--- config.mk ---
export PLATFORM = sky130hd
export DESIGN_NAME = scp_switchgear
export DESIGN_NICKNAME = d
export VERILOG_FILES = /design/src/hw/scp_pkg.sv /design/src/hw/scp_switchgear.sv /design/src/hw/scp_sync.sv
export SDC_FILE = /design/constraint.sdc
export NUM_CORES = 1
export LEC_CHECK = 0
export ABC_CLOCK_PERIOD_IN_PS = 4650
export BUFFER_PORTS_ARGS = -buffer_cell sky130_fd_sc_hd__buf_2
export CAP_MARGIN = 0
export CORE_MARGIN = 2
export CORE_UTILIZATION = 30
export DETAILED_ROUTE_END_ITERATION = 6
export MAX_ROUTING_LAYER = met4
export PLACE_DENSITY_LB_ADDON = 0.12
export REMOVE_ABC_BUFFERS = 1
export SLEW_MARGIN = 20
export SYNTH_ARGS = -nofsm -noshare
export SYNTH_HDL_FRONTEND = slang
export SYNTH_SLANG_ARGS = --single-unit
--- constraint.sdc ---
create_clock -name mclk -period 4.65 [get_ports mclk]
set_clock_uncertainty 0.2 [all_clocks]
set_input_delay 0.93 -clock mclk [delete_from_list [all_inputs] [get_ports mclk]]
set_output_delay 0.93 -clock mclk [all_outputs]
set_load 0.005 [all_outputs]
--- src/hw/scp_pkg.sv ---
// Constants and carrier types for the switchgear command and position block.
// Assumes a single 125 MHz clock and synchronous active-high reset.
//
// Operation
// Protection trips route by default to switchgear one, which needs break capability.
// Operator-controllable switchgear accepts and executes manual switching commands.
// Break capability without control: trips still pass, manual commands refused.
// Neither property: position reported only, no commands issued.
// Closed input true means closed; earthing part reads it as earthed.
// Open input true means open; disconnector-earthing reads it as earthed.
// Ready input true reports breaker ready, offered to other functions.
// Removed input true reports withdrawable breaker as withdrawn.
// Separate configurable travel times for reaching closed and open.
// Controllable switchgear provides close and open command outputs.
// Controllable switchgear accepts external close and open requests.
// Close rejected while any of three close interlocks is true.
// Open rejected while any of three open interlocks is true.
// Break-capable switchgear trips when any trip source becomes true.
// Trip stays asserted at least the trip hold time.
// Optional latched trip stays until trip acknowledge clears it.
// Position code: 0 indeterminate, 1 open, 2 closed, 3 disturbed.
// Invisible switchgear is monitored but refuses front-panel commands.
// Indeterminate while travelling; disturbed and event on bad end state.
package scp_pkg;

    // --------------------------------------------------------------------
    // Position codes and timing
    // --------------------------------------------------------------------
    localparam logic [1:0] SCP_POS_INDET   = 2'h0;
    localparam logic [1:0] SCP_POS_OPEN    = 2'h1;
    localparam logic [1:0] SCP_POS_CLOSED  = 2'h2;
    localparam logic [1:0] SCP_POS_DISTURB = 2'h3;

    localparam int SCP_CLK_MHZ      = 125;
    localparam int SCP_NUM_INTERL   = 3;
    localparam int SCP_NUM_TRIP     = 8;
    localparam int SCP_TIME_W       = 32;
    localparam int SCP_CMD_PULSE_US = 1;
    localparam int SCP_CMD_PULSE_CY = SCP_CMD_PULSE_US * SCP_CLK_MHZ;
    localparam int SCP_SYNC_W       = 4 + 2 * SCP_NUM_INTERL + SCP_NUM_TRIP + 1 + 4;

    // Configuration word
    typedef struct packed {
        logic                  break_capable;
        logic                  controllable;
        logic                  invisible;
        logic                  earth_on_close;
        logic                  earth_on_open;
        logic                  trip_latched;
        logic [SCP_TIME_W-1:0] move_close_cycles;
        logic [SCP_TIME_W-1:0] move_open_cycles;
        logic [SCP_TIME_W-1:0] trip_hold_cycles;
    } scp_cfg_t;

    // Auxiliary contact inputs
    typedef struct packed {
        logic aux_closed;
        logic aux_open;
        logic ready;
        logic removed;
    } scp_aux_t;

    // Status word
    typedef struct packed {
        logic [1:0] position;
        logic       earthed;
        logic       ready;
        logic       withdrawn;
        logic       travelling;
    } scp_status_t;

endpackage : scp_pkg

--- src/hw/scp_switchgear.sv ---
// Command gating, trip management and position supervision for one switchgear.
// Assumes aux contacts, interlocks, trip sources and external requests are
// asynchronous pins; panel requests and configuration come from mclk logic.
`timescale 1ns/1ps
module scp_switchgear
    import scp_pkg::*;
#(
    parameter int NUM_TRIP = SCP_NUM_TRIP,
    parameter int UNIT_NUM = 1
) (
    // Clock and reset
    input  wire logic                mclk,
    input  wire logic                rst,
    // Configuration
    input  wire scp_cfg_t            cfg,
    // Auxiliary contacts (pins)
    input  wire scp_aux_t            aux,
    // Interlocks (pins)
    input  wire logic [2:0]          close_interlock_source,
    input  wire logic [2:0]          open_interlock_source,
    // Trip sources and acknowledge (pins)
    input  wire logic [NUM_TRIP-1:0] trip_source_signal,
    input  wire logic                trip_acknowledge,
    // External requests (pins)
    input  wire logic                external_close_request,
    input  wire logic                external_open_request,
    // Front-panel manual requests (one-cycle pulses, mclk domain)
    input  wire logic                panel_close_request,
    input  wire logic                panel_open_request,
    // Command outputs
    output logic                     close_cmd,
    output logic                     open_cmd,
    output logic                     trip_cmd,
    // Status and events
    output scp_status_t              status,
    output logic                     close_rejected,
    output logic                     open_rejected,
    output logic                     supervision_event,
    output logic                     config_fault
);

    // Refuse more trip sources than the synchroniser bank carries
    if (NUM_TRIP < 1 || NUM_TRIP > SCP_NUM_TRIP) begin : g_num_trip_check
        $error("scp_switchgear: NUM_TRIP out of range");
    end

    typedef enum logic [2:0] {
        SCP_ST_IDLE    = 3'b001,
        SCP_ST_CLOSING = 3'b010,
        SCP_ST_OPENING = 3'b100
    } scp_state_t;

    // ----------------------------------------------------------------
    // Input synchronisation
    // ----------------------------------------------------------------
    logic [SCP_SYNC_W-1:0] sync_in;
    logic [SCP_SYNC_W-1:0] sync_out;
    logic [NUM_TRIP-1:0]   trip_src_pad;

    assign trip_src_pad = trip_source_signal;
    assign sync_in = {aux, close_interlock_source, open_interlock_source,
                      SCP_NUM_TRIP'(trip_src_pad), trip_acknowledge,
                      external_close_request, external_open_request, 2'h0};

    scp_sync #(.WIDTH(SCP_SYNC_W)) u_sync (
        .mclk (mclk),
        .rst  (rst),
        .din  (sync_in),
        .dout (sync_out)
    );

    scp_aux_t                s_aux;
    logic [2:0]              s_cil;
    logic [2:0]              s_oil;
    logic [SCP_NUM_TRIP-1:0] s_trip;
    logic                    s_ack;
    logic                    s_ext_close;
    logic                    s_ext_open;

    assign s_aux       = sync_out[SCP_SYNC_W-1 -: 4];
    assign s_cil       = sync_out[SCP_SYNC_W-5 -: 3];
    assign s_oil       = sync_out[SCP_SYNC_W-8 -: 3];
    assign s_trip      = sync_out[SCP_SYNC_W-11 -: SCP_NUM_TRIP];
    assign s_ack       = sync_out[4];
    assign s_ext_close = sync_out[3];
    assign s_ext_open  = sync_out[2];

    // ----------------------------------------------------------------
    // Previous-cycle copies for edge detection
    // ----------------------------------------------------------------
    logic                    ext_close_d;
    logic                    ext_open_d;
    logic                    trip_any_d;
    logic                    trip_any;

    always_ff @(posedge mclk) begin
        if (rst) begin
            ext_close_d <= 1'b0;
            ext_open_d  <= 1'b0;
            trip_any_d  <= 1'b0;
        end else begin
            ext_close_d <= s_ext_close;
            ext_open_d  <= s_ext_open;
            trip_any_d  <= trip_any;
        end
    end

    // ----------------------------------------------------------------
    // Position decode from auxiliary contacts
    // ----------------------------------------------------------------
    logic       pos_closed;
    logic       pos_open;
    logic       pos_earthed;
    logic [1:0] end_code;

    assign pos_closed  = s_aux.aux_closed & ~cfg.earth_on_close;
    assign pos_open    = s_aux.aux_open & ~cfg.earth_on_open;
    assign pos_earthed = (s_aux.aux_closed & cfg.earth_on_close)
                       | (s_aux.aux_open & cfg.earth_on_open);

    // Earthed counts as the "on" end for the earthing part, "off" end otherwise
    function automatic logic [1:0] scp_end_code(input logic on_end, input logic off_end);
        if (on_end && !off_end) begin
            scp_end_code = SCP_POS_CLOSED;
        end else if (off_end && !on_end) begin
            scp_end_code = SCP_POS_OPEN;
        end else if (on_end && off_end) begin
            scp_end_code = SCP_POS_DISTURB;
        end else begin
            scp_end_code = SCP_POS_INDET;
        end
    endfunction : scp_end_code

    assign end_code = scp_end_code(s_aux.aux_closed, s_aux.aux_open);

    // ----------------------------------------------------------------
    // Command gating
    // ----------------------------------------------------------------
    logic trip_rise;
    logic manual_ok;
    logic ext_ok;
    logic close_req;
    logic open_req;
    logic close_block;
    logic open_block;
    logic close_go;
    logic open_go;

    assign trip_any  = cfg.break_capable & (|s_trip);
    assign trip_rise = trip_any & ~trip_any_d;
    // Panel operation needs control and visibility
    assign manual_ok = cfg.controllable & ~cfg.invisible;
    assign ext_ok    = cfg.controllable;
    assign close_req = (manual_ok & panel_close_request)
                     | (ext_ok & s_ext_close & ~ext_close_d);
    assign open_req  = (manual_ok & panel_open_request)
                     | (ext_ok & s_ext_open & ~ext_open_d);
    assign close_block = |s_cil;
    assign open_block  = |s_oil;
    assign close_go  = close_req & ~close_block & ~open_req & ~trip_any;
    assign open_go   = open_req & ~open_block;

    // ----------------------------------------------------------------
    // Travel supervision state machine
    // ----------------------------------------------------------------
    scp_state_t            state;
    scp_state_t            next_state;
    logic [SCP_TIME_W-1:0] move_cnt;
    logic [SCP_TIME_W-1:0] next_move_cnt;
    logic                  move_done;
    logic                  start_open;

    assign start_open = open_go | trip_rise;
    assign move_done  = (move_cnt == '0);

    always_comb begin
        next_state    = state;
        next_move_cnt = (move_cnt != '0) ? move_cnt - 1'b1 : move_cnt;
        case (state)
            SCP_ST_IDLE, SCP_ST_CLOSING, SCP_ST_OPENING: begin
                if (start_open) begin
                    next_state    = SCP_ST_OPENING;
                    next_move_cnt = cfg.move_open_cycles;
                end else if (close_go) begin
                    next_state    = SCP_ST_CLOSING;
                    next_move_cnt = cfg.move_close_cycles;
                end else if (state != SCP_ST_IDLE && move_done) begin
                    next_state = SCP_ST_IDLE;
                end
            end
            default: begin
                next_state    = SCP_ST_IDLE;
                next_move_cnt = '0;
            end
        endcase
    end

    always_ff @(posedge mclk) begin
        if (rst) begin
            state    <= SCP_ST_IDLE;
            move_cnt <= '0;
        end else begin
            state    <= next_state;
            move_cnt <= next_move_cnt;
        end
    end

    // Travel ends with neither or both end positions: disturbed
    logic travel_end;
    logic bad_end;
    logic disturbed;

    assign travel_end = (state != SCP_ST_IDLE) && move_done && !start_open && !close_go;
    assign bad_end    = (end_code == SCP_POS_INDET) || (end_code == SCP_POS_DISTURB);

    always_ff @(posedge mclk) begin
        if (rst) begin
            disturbed <= 1'b0;
        end else if (travel_end) begin
            disturbed <= bad_end;
        end else if (!bad_end) begin
            disturbed <= 1'b0;
        end
    end

    // ----------------------------------------------------------------
    // Command pulse stretch for close/open relays
    // ----------------------------------------------------------------
    logic [SCP_TIME_W-1:0] pulse_cnt;
    logic                  pulse_close;

    always_ff @(posedge mclk) begin
        if (rst) begin
            pulse_cnt   <= '0;
            pulse_close <= 1'b0;
        end else if (open_go || close_go) begin
            pulse_cnt   <= SCP_TIME_W'(SCP_CMD_PULSE_CY);
            pulse_close <= close_go;
        end else if (pulse_cnt != '0) begin
            pulse_cnt <= pulse_cnt - 1'b1;
        end
    end

    // ----------------------------------------------------------------
    // Trip manager: hold time and optional latch
    // ----------------------------------------------------------------
    logic [SCP_TIME_W-1:0] hold_cnt;
    logic                  trip_latch;
    logic                  next_trip;

    always_ff @(posedge mclk) begin
        if (rst) begin
            hold_cnt <= '0;
        end else if (trip_any) begin
            hold_cnt <= cfg.trip_hold_cycles;
        end else if (hold_cnt != '0) begin
            hold_cnt <= hold_cnt - 1'b1;
        end
    end

    // Latch set wins over acknowledge
    always_ff @(posedge mclk) begin
        if (rst) begin
            trip_latch <= 1'b0;
        end else if (cfg.trip_latched && trip_any) begin
            trip_latch <= 1'b1;
        end else if (s_ack || !cfg.trip_latched) begin
            trip_latch <= 1'b0;
        end
    end

    assign next_trip = cfg.break_capable
                     & (trip_any | (hold_cnt != '0) | trip_latch);

    // ----------------------------------------------------------------
    // Registered outputs
    // ----------------------------------------------------------------
    always_ff @(posedge mclk) begin
        if (rst) begin
            close_cmd         <= 1'b0;
            open_cmd          <= 1'b0;
            trip_cmd          <= 1'b0;
            close_rejected    <= 1'b0;
            open_rejected     <= 1'b0;
            supervision_event <= 1'b0;
            config_fault      <= 1'b0;
            status            <= '0;
        end else begin
            close_cmd <= cfg.controllable & (close_go |
                         (pulse_close & (pulse_cnt > 1)));
            open_cmd  <= cfg.controllable & (open_go |
                         (!pulse_close & (pulse_cnt > 1)));
            trip_cmd          <= next_trip;
            close_rejected    <= close_req & close_block;
            open_rejected     <= open_req & open_block;
            supervision_event <= travel_end & bad_end;
            config_fault      <= (UNIT_NUM == 1) && !cfg.break_capable;
            status.position   <= (state != SCP_ST_IDLE) ? SCP_POS_INDET :
                                 disturbed ? SCP_POS_DISTURB : end_code;
            status.earthed    <= pos_earthed;
            status.ready      <= s_aux.ready;
            status.withdrawn  <= s_aux.removed;
            status.travelling <= (state != SCP_ST_IDLE);
        end
    end

    // Unused decode terms kept visible for status tools
    logic unused_ok;
    assign unused_ok = pos_closed ^ pos_open;

endmodule : scp_switchgear

--- src/hw/scp_sync.sv ---
// Two-flop synchroniser bank for pin inputs.
// Assumes inputs are asynchronous to mclk.
`timescale 1ns/1ps
module scp_sync #(
    parameter int WIDTH = 1
) (
    // Clock and reset
    input  wire logic             mclk,
    input  wire logic             rst,
    // Data
    input  wire logic [WIDTH-1:0] din,
    output logic      [WIDTH-1:0] dout
);
    logic [WIDTH-1:0] meta;

    // ----------------------------------------------------------------
    // Two stages; the first is read only by the second
    // ----------------------------------------------------------------
    always_ff @(posedge mclk) begin
        if (rst) begin
            meta <= '0;
            dout <= '0;
        end else begin
            meta <= din;
            dout <= meta;
        end
    end
endmodule : scp_sync

After elaboration in Yosys (flattened, before gate mapping)
Index checks and enable logic that the tools add are counted. Widths: inputs -> output; s select.

Reduce and logical (&&, ||, !) cells: 36. Add/sub/neg operators: 3. Bitwise gates (word level): 40. Mux-type cells: 18. Equal/unequal tests: 6. $lt $le $gt $ge: 1.

Operator list (number): $mux 32 (5); $reduce_bool 32->1 (3); $sub 32x1->32 const B (3); $gt 32x1->1 const B (1); $logic_not 32->1 (1); $and 1x1->1 (23); $mux 7 (2); $reduce_or 3->1 (4); $mux 3 (3); $not 1->1 (9); $mux 2 (4); $or 1x1->1 (8); $reduce_bool 2->1 (4); $reduce_or 8->1 (1); $logic_and 1x1->1 (7); $logic_not 1->1 (7); $reduce_bool 3->1 (2); $reduce_or 2->1 (3); $mux 1 (4); $eq 3x1->1 const B (1); $eq 3x2->1 const B (1); $eq 3x3->1 const B (1); $logic_or 1x1->1 (3); $ne 3x1->1 const B (1); 3 further kinds (3).

Logic and storage cells: 131. Register bits: 164. Bits of input ports: 127.

Depth between registers and ports, before layout
Gate-level depths: netlist (run 1).

Depth in word-level cells: 10. Gate-level depth with buffers: 9.

Cells and area by module
Synthesis (run 1) repeated with hierarchy kept, for this count alone.

Cells, all modules: 829. Area total of the unflattened synthesis: 7369.6 µm².

Modules (own cells, without submodules): scp_switchgear (seq. area each 2362.3 µm², times used 1, area an instance 6139.6 µm², cells each 733); scp_sync (seq. area each 920.9 µm², times used 1, area an instance 1229.9 µm², cells each 96).

Least setup slack after synthesis (run 1)
No wires, ideal clock.

Path kind: input to register. Start: in panel_open_request. End: reg pulse_cnt[21]. Cell stages on the path: 9. Path buffers: 3. Arrival: 2.137 ns. Data required time: 4.335 ns. Path slack: 2.198 ns. Cells stage by stage: nor2b_1 > nor3_1 > nand4_2 > and2_1 > buf_2 > nand2b_1 > buf_2 > buf_4 > nor2_1.

Longest elaborated chain between the ends: 7.

Ends and longest elaborated chain: start, declared (line scp_switchgear.sv:29) `input wire logic panel_open_request,`; $and 1x1->1 * (line scp_switchgear.sv:156) `assign open_req = (manual_ok & panel_open_request)`; $or 1x1->1 * (line scp_switchgear.sv:157) `| (ext_ok & s_ext_open & ~ext_open_d);`; $not 1->1 (line scp_switchgear.sv:160) `assign close_go = close_req & ~close_block & ~open_req & ~trip_any;`; $and 1x1->1 (2 in series) (line scp_switchgear.sv:160); $logic_or 1x1->1 * (line scp_switchgear.sv:236) `end else if (open_go || close_go) begin`; $reduce_or 2->1 (no source line) *; end signal, assigned (line scp_switchgear.sv:237) `pulse_cnt <= SCP_TIME_W'(SCP_CMD_PULSE_CY);`; end signal, assigned (line scp_switchgear.sv:240) `pulse_cnt <= pulse_cnt - 1'b1;`; end, declared (line scp_switchgear.sv:229) `logic [SCP_TIME_W-1:0] pulse_cnt;`.

Mark *: on every way between the ends. The rest lies on a longest branch, timed or not. A chain may end at the register's enable or synchronous reset.

Final worst setup path (run 1)
Start: reg hold_cnt[0]. End: reg hold_cnt[30].

Longest elaborated chain between the ends: 3.

Ends and longest elaborated chain: start, declared (line scp_switchgear.sv:247) `logic [SCP_TIME_W-1:0] hold_cnt;`; start signal, assigned (line scp_switchgear.sv:255) `hold_cnt <= cfg.trip_hold_cycles;`; start signal, assigned (line scp_switchgear.sv:257) `hold_cnt <= hold_cnt - 1'b1;`; $sub 32x1->32 (line scp_switchgear.sv:257); $mux 32 (line scp_switchgear.sv:256) `end else if (hold_cnt != '0) begin`; $mux 32 (line scp_switchgear.sv:254) `end else if (trip_any) begin`.

Parallel ways exist; a longest one is shown, timed or not. The select of a mux whose other input is x is not followed.

==> results.md, run 1 <==
Outcome:
- The flow ran to the end, and the final reports show no timing, DRC or antenna violations.

Global routing:
- The via count of the first global-routing pass came to 6103.
- The pin count of the biggest net entering global routing is 62.
- The first global-routing pass estimated 31.0 mm of wire.
- The aggregate global-route resource usage is 0.151.
- The initial antenna violation count is 1.
- The final global-route overflow total is 0.

Finish:
- The final cell count without fillers is approximately 1300.
- The share of post-route cells with drive strength above 1 is 0.216.
- The finished cells cover 9070 sq um.
- The final net count is between 1000 and 1500.
- From synthesis to final layout, the design area changed by 20.7%.
- The layout has approximately 2500 filler cells.

Placement:
- The count of buffers from port buffering is approximately 140.
- The number of placed instances, taps included, is 1271.
- The final weighted congestion of routability-driven global placement is between 0.7 and 0.8.
- In this run the cell area measured after placement is around 8500 sq um.
- Once detailed placement completed, the half-perimeter wirelength came to around 13 mm.

Die:
- The die is roughly 160 microns wide.
- The floorplan has 57 rows.
- The number of primary I/O pins is 140.
- The vertical extent of the die is between 150 and 200 microns.
- The initial utilization of the core area, before any placement, comes to 0.307.
- In this run the standard cell core region covers about 24000 sq um.
- The floorplan step defined a die boundary enclosing ~26000 sq um.

Detailed routing:
- The final layout contains routed wiring with a total length of about 19 mm.
- The number of vias per cell after detailed routing is between 4 and 5.
- Once detail routing completed, the nets flagged for antenna violations numbered 0.
- The final route contains between 6000 and 7000 vias.
- After detailed routing, the average wire length per cell comes to around 15 microns.
- The number of design rule violations left after detail routing is 0.
- The first routing iteration left 257 violations.
- For this run, the detailed router's first-pass iteration total came to 4.

Logic synthesis:
- The synthesized flop and latch total is 160.
- The flip-flop cell with the highest count after synthesis is sky130_fd_sc_hd__dfxtp_1.
- In this run the cell area of the synthesized design comes to between 7000 and 8000 sq um.
- Each instance of the synthesized netlist takes up on average around 8.9 sq um.
- Yosys attributes the largest share of cell area to sky130_fd_sc_hd__dfxtp_1 43%, sky130_fd_sc_hd__nor2_1 4.4%, sky130_fd_sc_hd__xnor2_1 4.2%, sky130_fd_sc_hd__xor2_1 4.2%, sky130_fd_sc_hd__nor2b_1 4.1%.
- The cell type contributing the most total cell area after synthesis is sky130_fd_sc_hd__dfxtp_1.
- The area fraction of the dominant cell type after synthesis is 0.426.
- The proportion of register bits with asynchronous set or reset after synthesis is 0.
- The sequential-to-total area share from yosys stat is 0.426.
- Synthesis handed over a netlist of roughly 850 instances.
- The count of flip-flops with a built-in enable after synthesis is 0.
- The most common cell in the synthesized netlist is sky130_fd_sc_hd__dfxtp_1.
- Counting distinct cell types in the post-synthesis netlist gives 67.
- The number of synthesis warnings is 0.
- By count the netlist is led by 160 x sky130_fd_sc_hd__dfxtp_1, 89 x sky130_fd_sc_hd__nor2_1, 71 x sky130_fd_sc_hd__nand2_1.

Worst setup path:
- The number of cells traversed by the worst register-to-register path is 7.
- The register-to-register path setup slack is about 1.8 ns.
- The endpoint required time on the critical path is about 4.7 ns.
- In this run the critical register-to-register path is launched from hold_cnt[0].
- Data on the critical path arrives at its endpoint at ~2.9 ns.
- The critical path launch point type is a flip-flop.
- The capturing element of the worst setup path is hold_cnt[30].
- The endpoint identified for the worst register-to-register timing path is hold_cnt[30].
- The critical path in this run is classified as flip-flop to flip-flop.
- Of all nets on the critical path, the largest fanout is 13.
- The worst setup path startpoint is hold_cnt[0].
- The worst setup path is captured at a flip-flop.

Clock tree:
- The number of clock sinks seen by CTS is 160.
- The longest clock path from root to sink contains 2 buffers.
- The latest clock arrival within the worst-skew pair is between 0.4 and 0.5 ns.
- The buffer count from post-CTS setup fixing is 0.
- The number of hold buffers added after CTS is 0.
- The number of buffers created by CTS is 17.
- Clock-pin slew was measured on the worst setup and hold paths at 0.08 ns.
- The number of cells upsized or downsized after cts is 0.
- The H-tree generated during clock tree synthesis spans 4 levels.
- TritonCTS built the clock tree.
- The cell sitting at the root of the clock tree is a sky130_fd_sc_hd__clkbuf_16.

Pwr:
- The areal power density over the cells is ~610 nW/um^2.
- Across the VDD grid, the largest voltage drop is 280 uV.
- For this design the static power due to leakage is 3.54 nW.
- The overall power after layout is about 5.6 mW.

STA:
- The final max-slew violation count is 0.
- For the pin with the worst max-slew slack, the measured transition is 0.995 ns.
- The final critical-path required period is between 2 and 3 ns.
- Dividing the final minimum period by the clock period gives 0.611.
- Setup repair after global routing left no endpoint under its margin.
- Setup violations remaining at the end of the flow were counted as 0.
- The final number of hold-violating endpoints is 0.
- In this run the tightest slew margin relative to its limit is 0.337.
- Static timing analysis puts the maximum clock frequency at 352 MHz.

Run:
- The max-cap check violation count is 0.

Worst hold path:
- The min-delay analysis places its worst path in the category flip-flop to flip-flop.
[report_power, final]
group	switching [mW]	internal [mW]	leakage, nW
registers	0.262	1.62	1.32
logic	1.37	0.901	1.93
clock network	0.693	0.734	0.298
[how the worst min path moves through the flow]
stage | start | end | cells past startpoint
after floorplan | u_sync.dout[3] | ext_close_d | 2
after global placement | u_sync.meta[4] | u_sync.dout[4] | 1
after detailed placement | u_sync.meta[5] | u_sync.dout[5] | 1
after CTS | u_sync.meta[16] | u_sync.dout[16] | 1
after global routing | u_sync.meta[4] | u_sync.dout[4] | 1
final | u_sync.meta[16] | u_sync.dout[16] | 1
[stage by stage]
stage                     worst slack (ns)  hold slack [ns]  utilization  TNS, ns
after detailed placement              1.41            0.220        0.346        0
after global routing                  1.52            0.255        0.371        0
after floorplan                     -0.130            0.213            -    -3.33
after global placement                1.49            0.218        0.346        0
final                                 1.81            0.236        0.371        0
after CTS                             1.73            0.238        0.371        0
[critical path, cell delays in order, from the launching register on]
cell                       delay [ns]
sky130_fd_sc_hd__dfxtp_1         0.37
sky130_fd_sc_hd__inv_1           0.12
sky130_fd_sc_hd__ha_1            0.19
sky130_fd_sc_hd__nor4b_1         0.25
sky130_fd_sc_hd__nand4_1         0.22
sky130_fd_sc_hd__nor3_2          0.78
sky130_fd_sc_hd__a21o_1          0.49
sky130_fd_sc_hd__a211oi_1        0.08
[routing by layer]
metal  vias to the layer above  wire length [microns]  track usage
met4                         0                    102       0.0418
met5                         -                      0            -
met2                       108                   8510        0.225
met1                      2869                   9560        0.201
li1                       3270                      -            -
met3                         5                    890       0.0396
[placed cells by master, fill, tap and decap left out, drive strengths merged, types with 7 or more instances in the layout]
cell	count
nor3	33
nand3	26
dfxtp	160
nand4b	9
o211ai	15
buf	143
nor4	36
nor2b	49
a211oi	27
a21oi	45
or3	11
nand2	73
xnor2	36
clkbuf	17
nand3b	7
clkinv	8
or4	10
xor2	36
ha	9
o31ai	10
o21ai	22
nor2	90
a21o	14
a31oi	8
inv	17
nand4	16
[registers in the layout, summed over array words and instances (netlist names)]
register and cells:
close_cmd 1, close_rejected 1, config_fault 1, disturbed 1
ext_close_d 1, ext_open_d 1, hold_cnt 32, move_cnt 32
open_cmd 1, open_rejected 1, pulse_close 1, pulse_cnt 32
state 3, status 6, supervision_event 1, trip_any_d 1
trip_cmd 1, trip_latch 1, u_sync.dout 21, u_sync.meta 21
[kinds of logic (layout without fill, tap and decap cells)]
group | count (synthesis) | count (layout) | share of synthesized area
flip-flops | 160 | 160 | 0.426
multiplexers | 2 | 2 | 0.00283
AND/OR/NAND/NOR | 387 | 387 | 0.297
XOR/XNOR | 72 | 72 | 0.0839
buffers and inverters | 53 | 185 | 0.0330
other | 0 | 1 | 0
adder cells (fa/ha/maj) | 9 | 9 | 0.0150
AO/OA/AOI/OAI | 164 | 164 | 0.142
[layout make-up]
cell class	count	area [sq um]	area share
repair buffers	143	728	0.0802
clock inverters	15	189	0.0208
multi-input cells	634	4080	0.450
flip-flops and latches	160	3200	0.353
diodes	1	2.50	0.000276
clock buffers	17	425	0.0469
well taps	324	405	0.0447
inverters	10	37.5	0.00414
Note: power is estimated with default switching activity, not from simulation.
==> run 2: changes to the inputs <==
--- a/config.mk
+++ b/config.mk
@@ -5,7 +5,7 @@
 export SDC_FILE = /design/constraint.sdc
 export NUM_CORES = 1
 export LEC_CHECK = 0
-export ABC_CLOCK_PERIOD_IN_PS = 4650
+export ABC_CLOCK_PERIOD_IN_PS = 2300
 export BUFFER_PORTS_ARGS = -buffer_cell sky130_fd_sc_hd__buf_2
 export CAP_MARGIN = 0
 export CORE_MARGIN = 2
==> constraint.sdc (replaced) <==
create_clock -name mclk -period 2.3 [get_ports mclk]
set_clock_uncertainty 0.2 [all_clocks]
set_input_delay 0.46 -clock mclk [delete_from_list [all_inputs] [get_ports mclk]]
set_output_delay 0.46 -clock mclk [all_outputs]
set_load 0.005 [all_outputs]
==> run 2 against run 1 <==
- critical path depth stayed put
- combinational power grew to 2.6 times the previous value
- utilization is 4.5 points higher
- worst setup slack worse by 1.7 ns
- final area is 12% higher
- global-route usage is 0.53 points higher
- first-iteration DRC count is 25% higher
- sequential share of layout area is 3.8 points lower
- via count is 6.3% higher
- hold slack worse by 0.22 ns
- highest routed layer unchanged
==> results.md, run 2 (synthesis results as in run 1) <==
Outcome:
- The flow ran to the end, and the final reports show no timing, DRC or antenna violations.

Global routing:
- The initial antenna violation count is 1 (unchanged).
- The final global-route overflow total was 0 (unchanged).
- The pin count of the biggest net entering global routing is 36 (-42%).
- The aggregate global-route resource usage was 0.156 (+0.00533).
- The via count of the first global-routing pass is 6563 (+7.5%).
- The global-route wire length before repair is 32.3 mm (+4.1%).

Detailed routing:
- The routed metal-1 wire length is 10.0 mm (+4.6%).
- The number of vias per cell after detailed routing is 4.75 (-0.97%).
- The amount of wire on met3 after detailed routing is 856 microns (-3.8%).
- The count of nets left with antenna violations after detail routing came to 0 (unchanged).
- The initial DRC count is 322 (+25%).
- The length of the first detailed-routing pass in iterations was 5 (+1).
- The number of design rule violations left after detail routing is 0 (unchanged).
- The highest layer touched by signal routing is met4.
- The detailed-route wire length per cell is 14.2 microns (-3.0%).
- The detailed-route wire length is 19.8 mm (+4.1%).
- The via count is 6647 (+6.3%).
- The routed wire length on met2 is 8.65 mm (+1.7%).

STA:
- The worst relative slew slack is 0.650 (+0.313).
- The post-route worst hold slack was 0.0193 ns (-0.217 ns).
- The setup violation total in the final timing report is 0 (unchanged).
- The final number of hold-violating endpoints came to 0 (unchanged).
- The post-route clock period utilization came to 0.974 (+0.363).
- Setup repair after global routing could not meet its margin everywhere.
- The slew at the pin with the worst max-slew slack is 0.520 ns (-0.475 ns).
- The final critical-path required period is 2.24 ns (-0.601 ns).
- The final max-slew violation count is 0 (unchanged).
- The top achievable clock speed was 446 MHz (+27%).

Worst setup path:
- The arrival time at the worst endpoint is 2.36 ns (-0.57 ns).
- STA classifies the critical path startpoint as a flip-flop.
- The largest stage delay on the critical path was 0.58 ns (-0.20 ns).
- The endpoint required time on the critical path is 2.42 ns (-2.32 ns).
- The cell family contributing the most delay on the critical path is simple AND/OR/NAND/NOR gates.
- The worst-path maximum fanout is 13 (unchanged).
- Walking the worst path, the cells encountered are or4_1, o21ai_4, nand4_4, and2_1, nand2b_4, clkbuf_16, nor2_1.
- The critical path buffer and inverter count is 1 (unchanged).
- The slowest library cell on the worst path is sky130_fd_sc_hd__or4_1.
- The nature of the critical path endpoint is a flip-flop.
- The worst setup path is of the flip-flop to flip-flop kind.

Worst hold path:
- The class of the tightest hold or removal check is primary input to flip-flop.

Clock tree:
- The latest clock arrival within the worst-skew pair came to 0.44 ns (about the same).
- The number of hold buffers added after CTS is 0 (unchanged).
- The CTS clock-pin slew for the worst setup and hold paths is 0.09 ns (about the same).
- The number of buffers created by CTS is 17 (unchanged).
- The library cell used as clock root buffer is sky130_fd_sc_hd__clkbuf_16.
- The number of clock sinks seen by CTS came to 160 (unchanged).
- The buffer depth of the longest clock path is 2 (unchanged).
- TritonCTS built the clock tree.
- The H-tree depth was 4 (unchanged).

Finish:
- The signed area change from the synthesized netlist to the final layout is 35.3%.
- In the layout the commonest cells are 158 x sky130_fd_sc_hd__dfxtp_1, 138 x sky130_fd_sc_hd__buf_2, 89 x sky130_fd_sc_hd__nor2_1, 84 x sky130_fd_sc_hd__buf_4, 71 x sky130_fd_sc_hd__nand2_1.
- The share of post-route cells with drive strength above 1 is 0.309 (+0.0933).
- The largest registers in the layout are hold_cnt (32), move_cnt (32), pulse_cnt (32).
- The most common cell after layout, fill and taps aside is sky130_fd_sc_hd__dfxtp_1.
- The final net count is 1198 (+8.7%).
- The share of the core filled with cells in the final layout came to 0.416 (+0.0448).
- The number of inserted filler cells in the final layout is 2482 (-2.0%).

Run:
- The max-cap check violation count was 0 (unchanged).

Pwr:
- The leakage power of the design was 4.13 nW (+17%).
- The areal power density over the cells is 1240 nW/um^2 (+100%).
- The maximum resistive drop on vdd is 674 uV (+140%).

Die:
- The placement row count is 57 (unchanged).
- The core box area was 24500 sq um (unchanged).
- The floorplan die area is 26300 sq um (unchanged).
- The die outline width is 162 microns (unchanged).
- The number of primary I/O pins is 140 (unchanged).
- The starting density of the core came to 0.307 (unchanged).
- The vertical extent of the die is 162 microns (unchanged).

Placement:
- The detailed placement HPWL was 14.5 mm (+11%).
- The count of buffers from port buffering is 139 (unchanged).
- The final weighted congestion of routability-driven global placement is 0.790 (+2.5%).
==> run 2: changes by cell type in the layout (fill, tap and decap cells not counted), sizes merged <==
cell and change:
clkbuf +1, clkinv -1, inv +1, buf +95
==> run 2: report_power, final <==
part           internal (mW)  switching [mW]  total (mW)
Clock                   1.52            1.49        3.01
Combinational           2.81            3.09        5.90
Sequential              3.27           0.464        3.74
Total                   7.61            5.04        12.7
==> run 2: final timing paths <==
path                        start         endpoint  slack [ns]  depth (start not counted)
hold reg to reg   u_sync.meta[14]  u_sync.dout[14]        0.24                          1
setup reg to reg  u_sync.dout[10]    pulse_cnt[24]        0.06                          7
setup / recovery  u_sync.dout[10]    pulse_cnt[24]        0.06                          7
hold / removal             aux[0]  u_sync.meta[19]        0.02                          2
==> run 2: what timing repair did <==
action,in CTS,in global routing
cloned,0,1
endpoints found under the setup margin,2,80
endpoints found under the hold margin,0,0
resized for setup,1,44
buffers inserted,0,3
pin swaps,1,9
==> run 2: metrics by stage <==
stage               TNS [ns]  instances  total power, mW  setup slack (ns)  area, sq um
detailed placement         0       1364             9.50           0.00233         9280
CTS                        0       1396             12.6           0.00717         9920
global placement           0       1364             9.51            0.0245         9280
global route          -0.990       1400             13.6           -0.0445        10200
floorplan            -169.30        804             7.30             -2.48         7310
finish                     0       1400             12.7            0.0598        10200
==> run 2: cell type report <==
class | count | area, sq um | share of cell area
antenna | 1 | 2.50 | 0.000246
clock buffer | 17 | 425 | 0.0418
clock inverter | 15 | 219 | 0.0215
inverter | 10 | 37.5 | 0.00369
multi-input combinational | 634 | 4260 | 0.419
sequential | 160 | 3210 | 0.315
tap | 324 | 405 | 0.0399
timing repair buffer | 239 | 1620 | 0.159
==> run 2: routing by layer <==
metal,track usage,up-vias
met4,0.0527,0
met1,0.213,3025
met2,0.232,129
met5,-,-
li1,-,3472
met3,0.0294,21
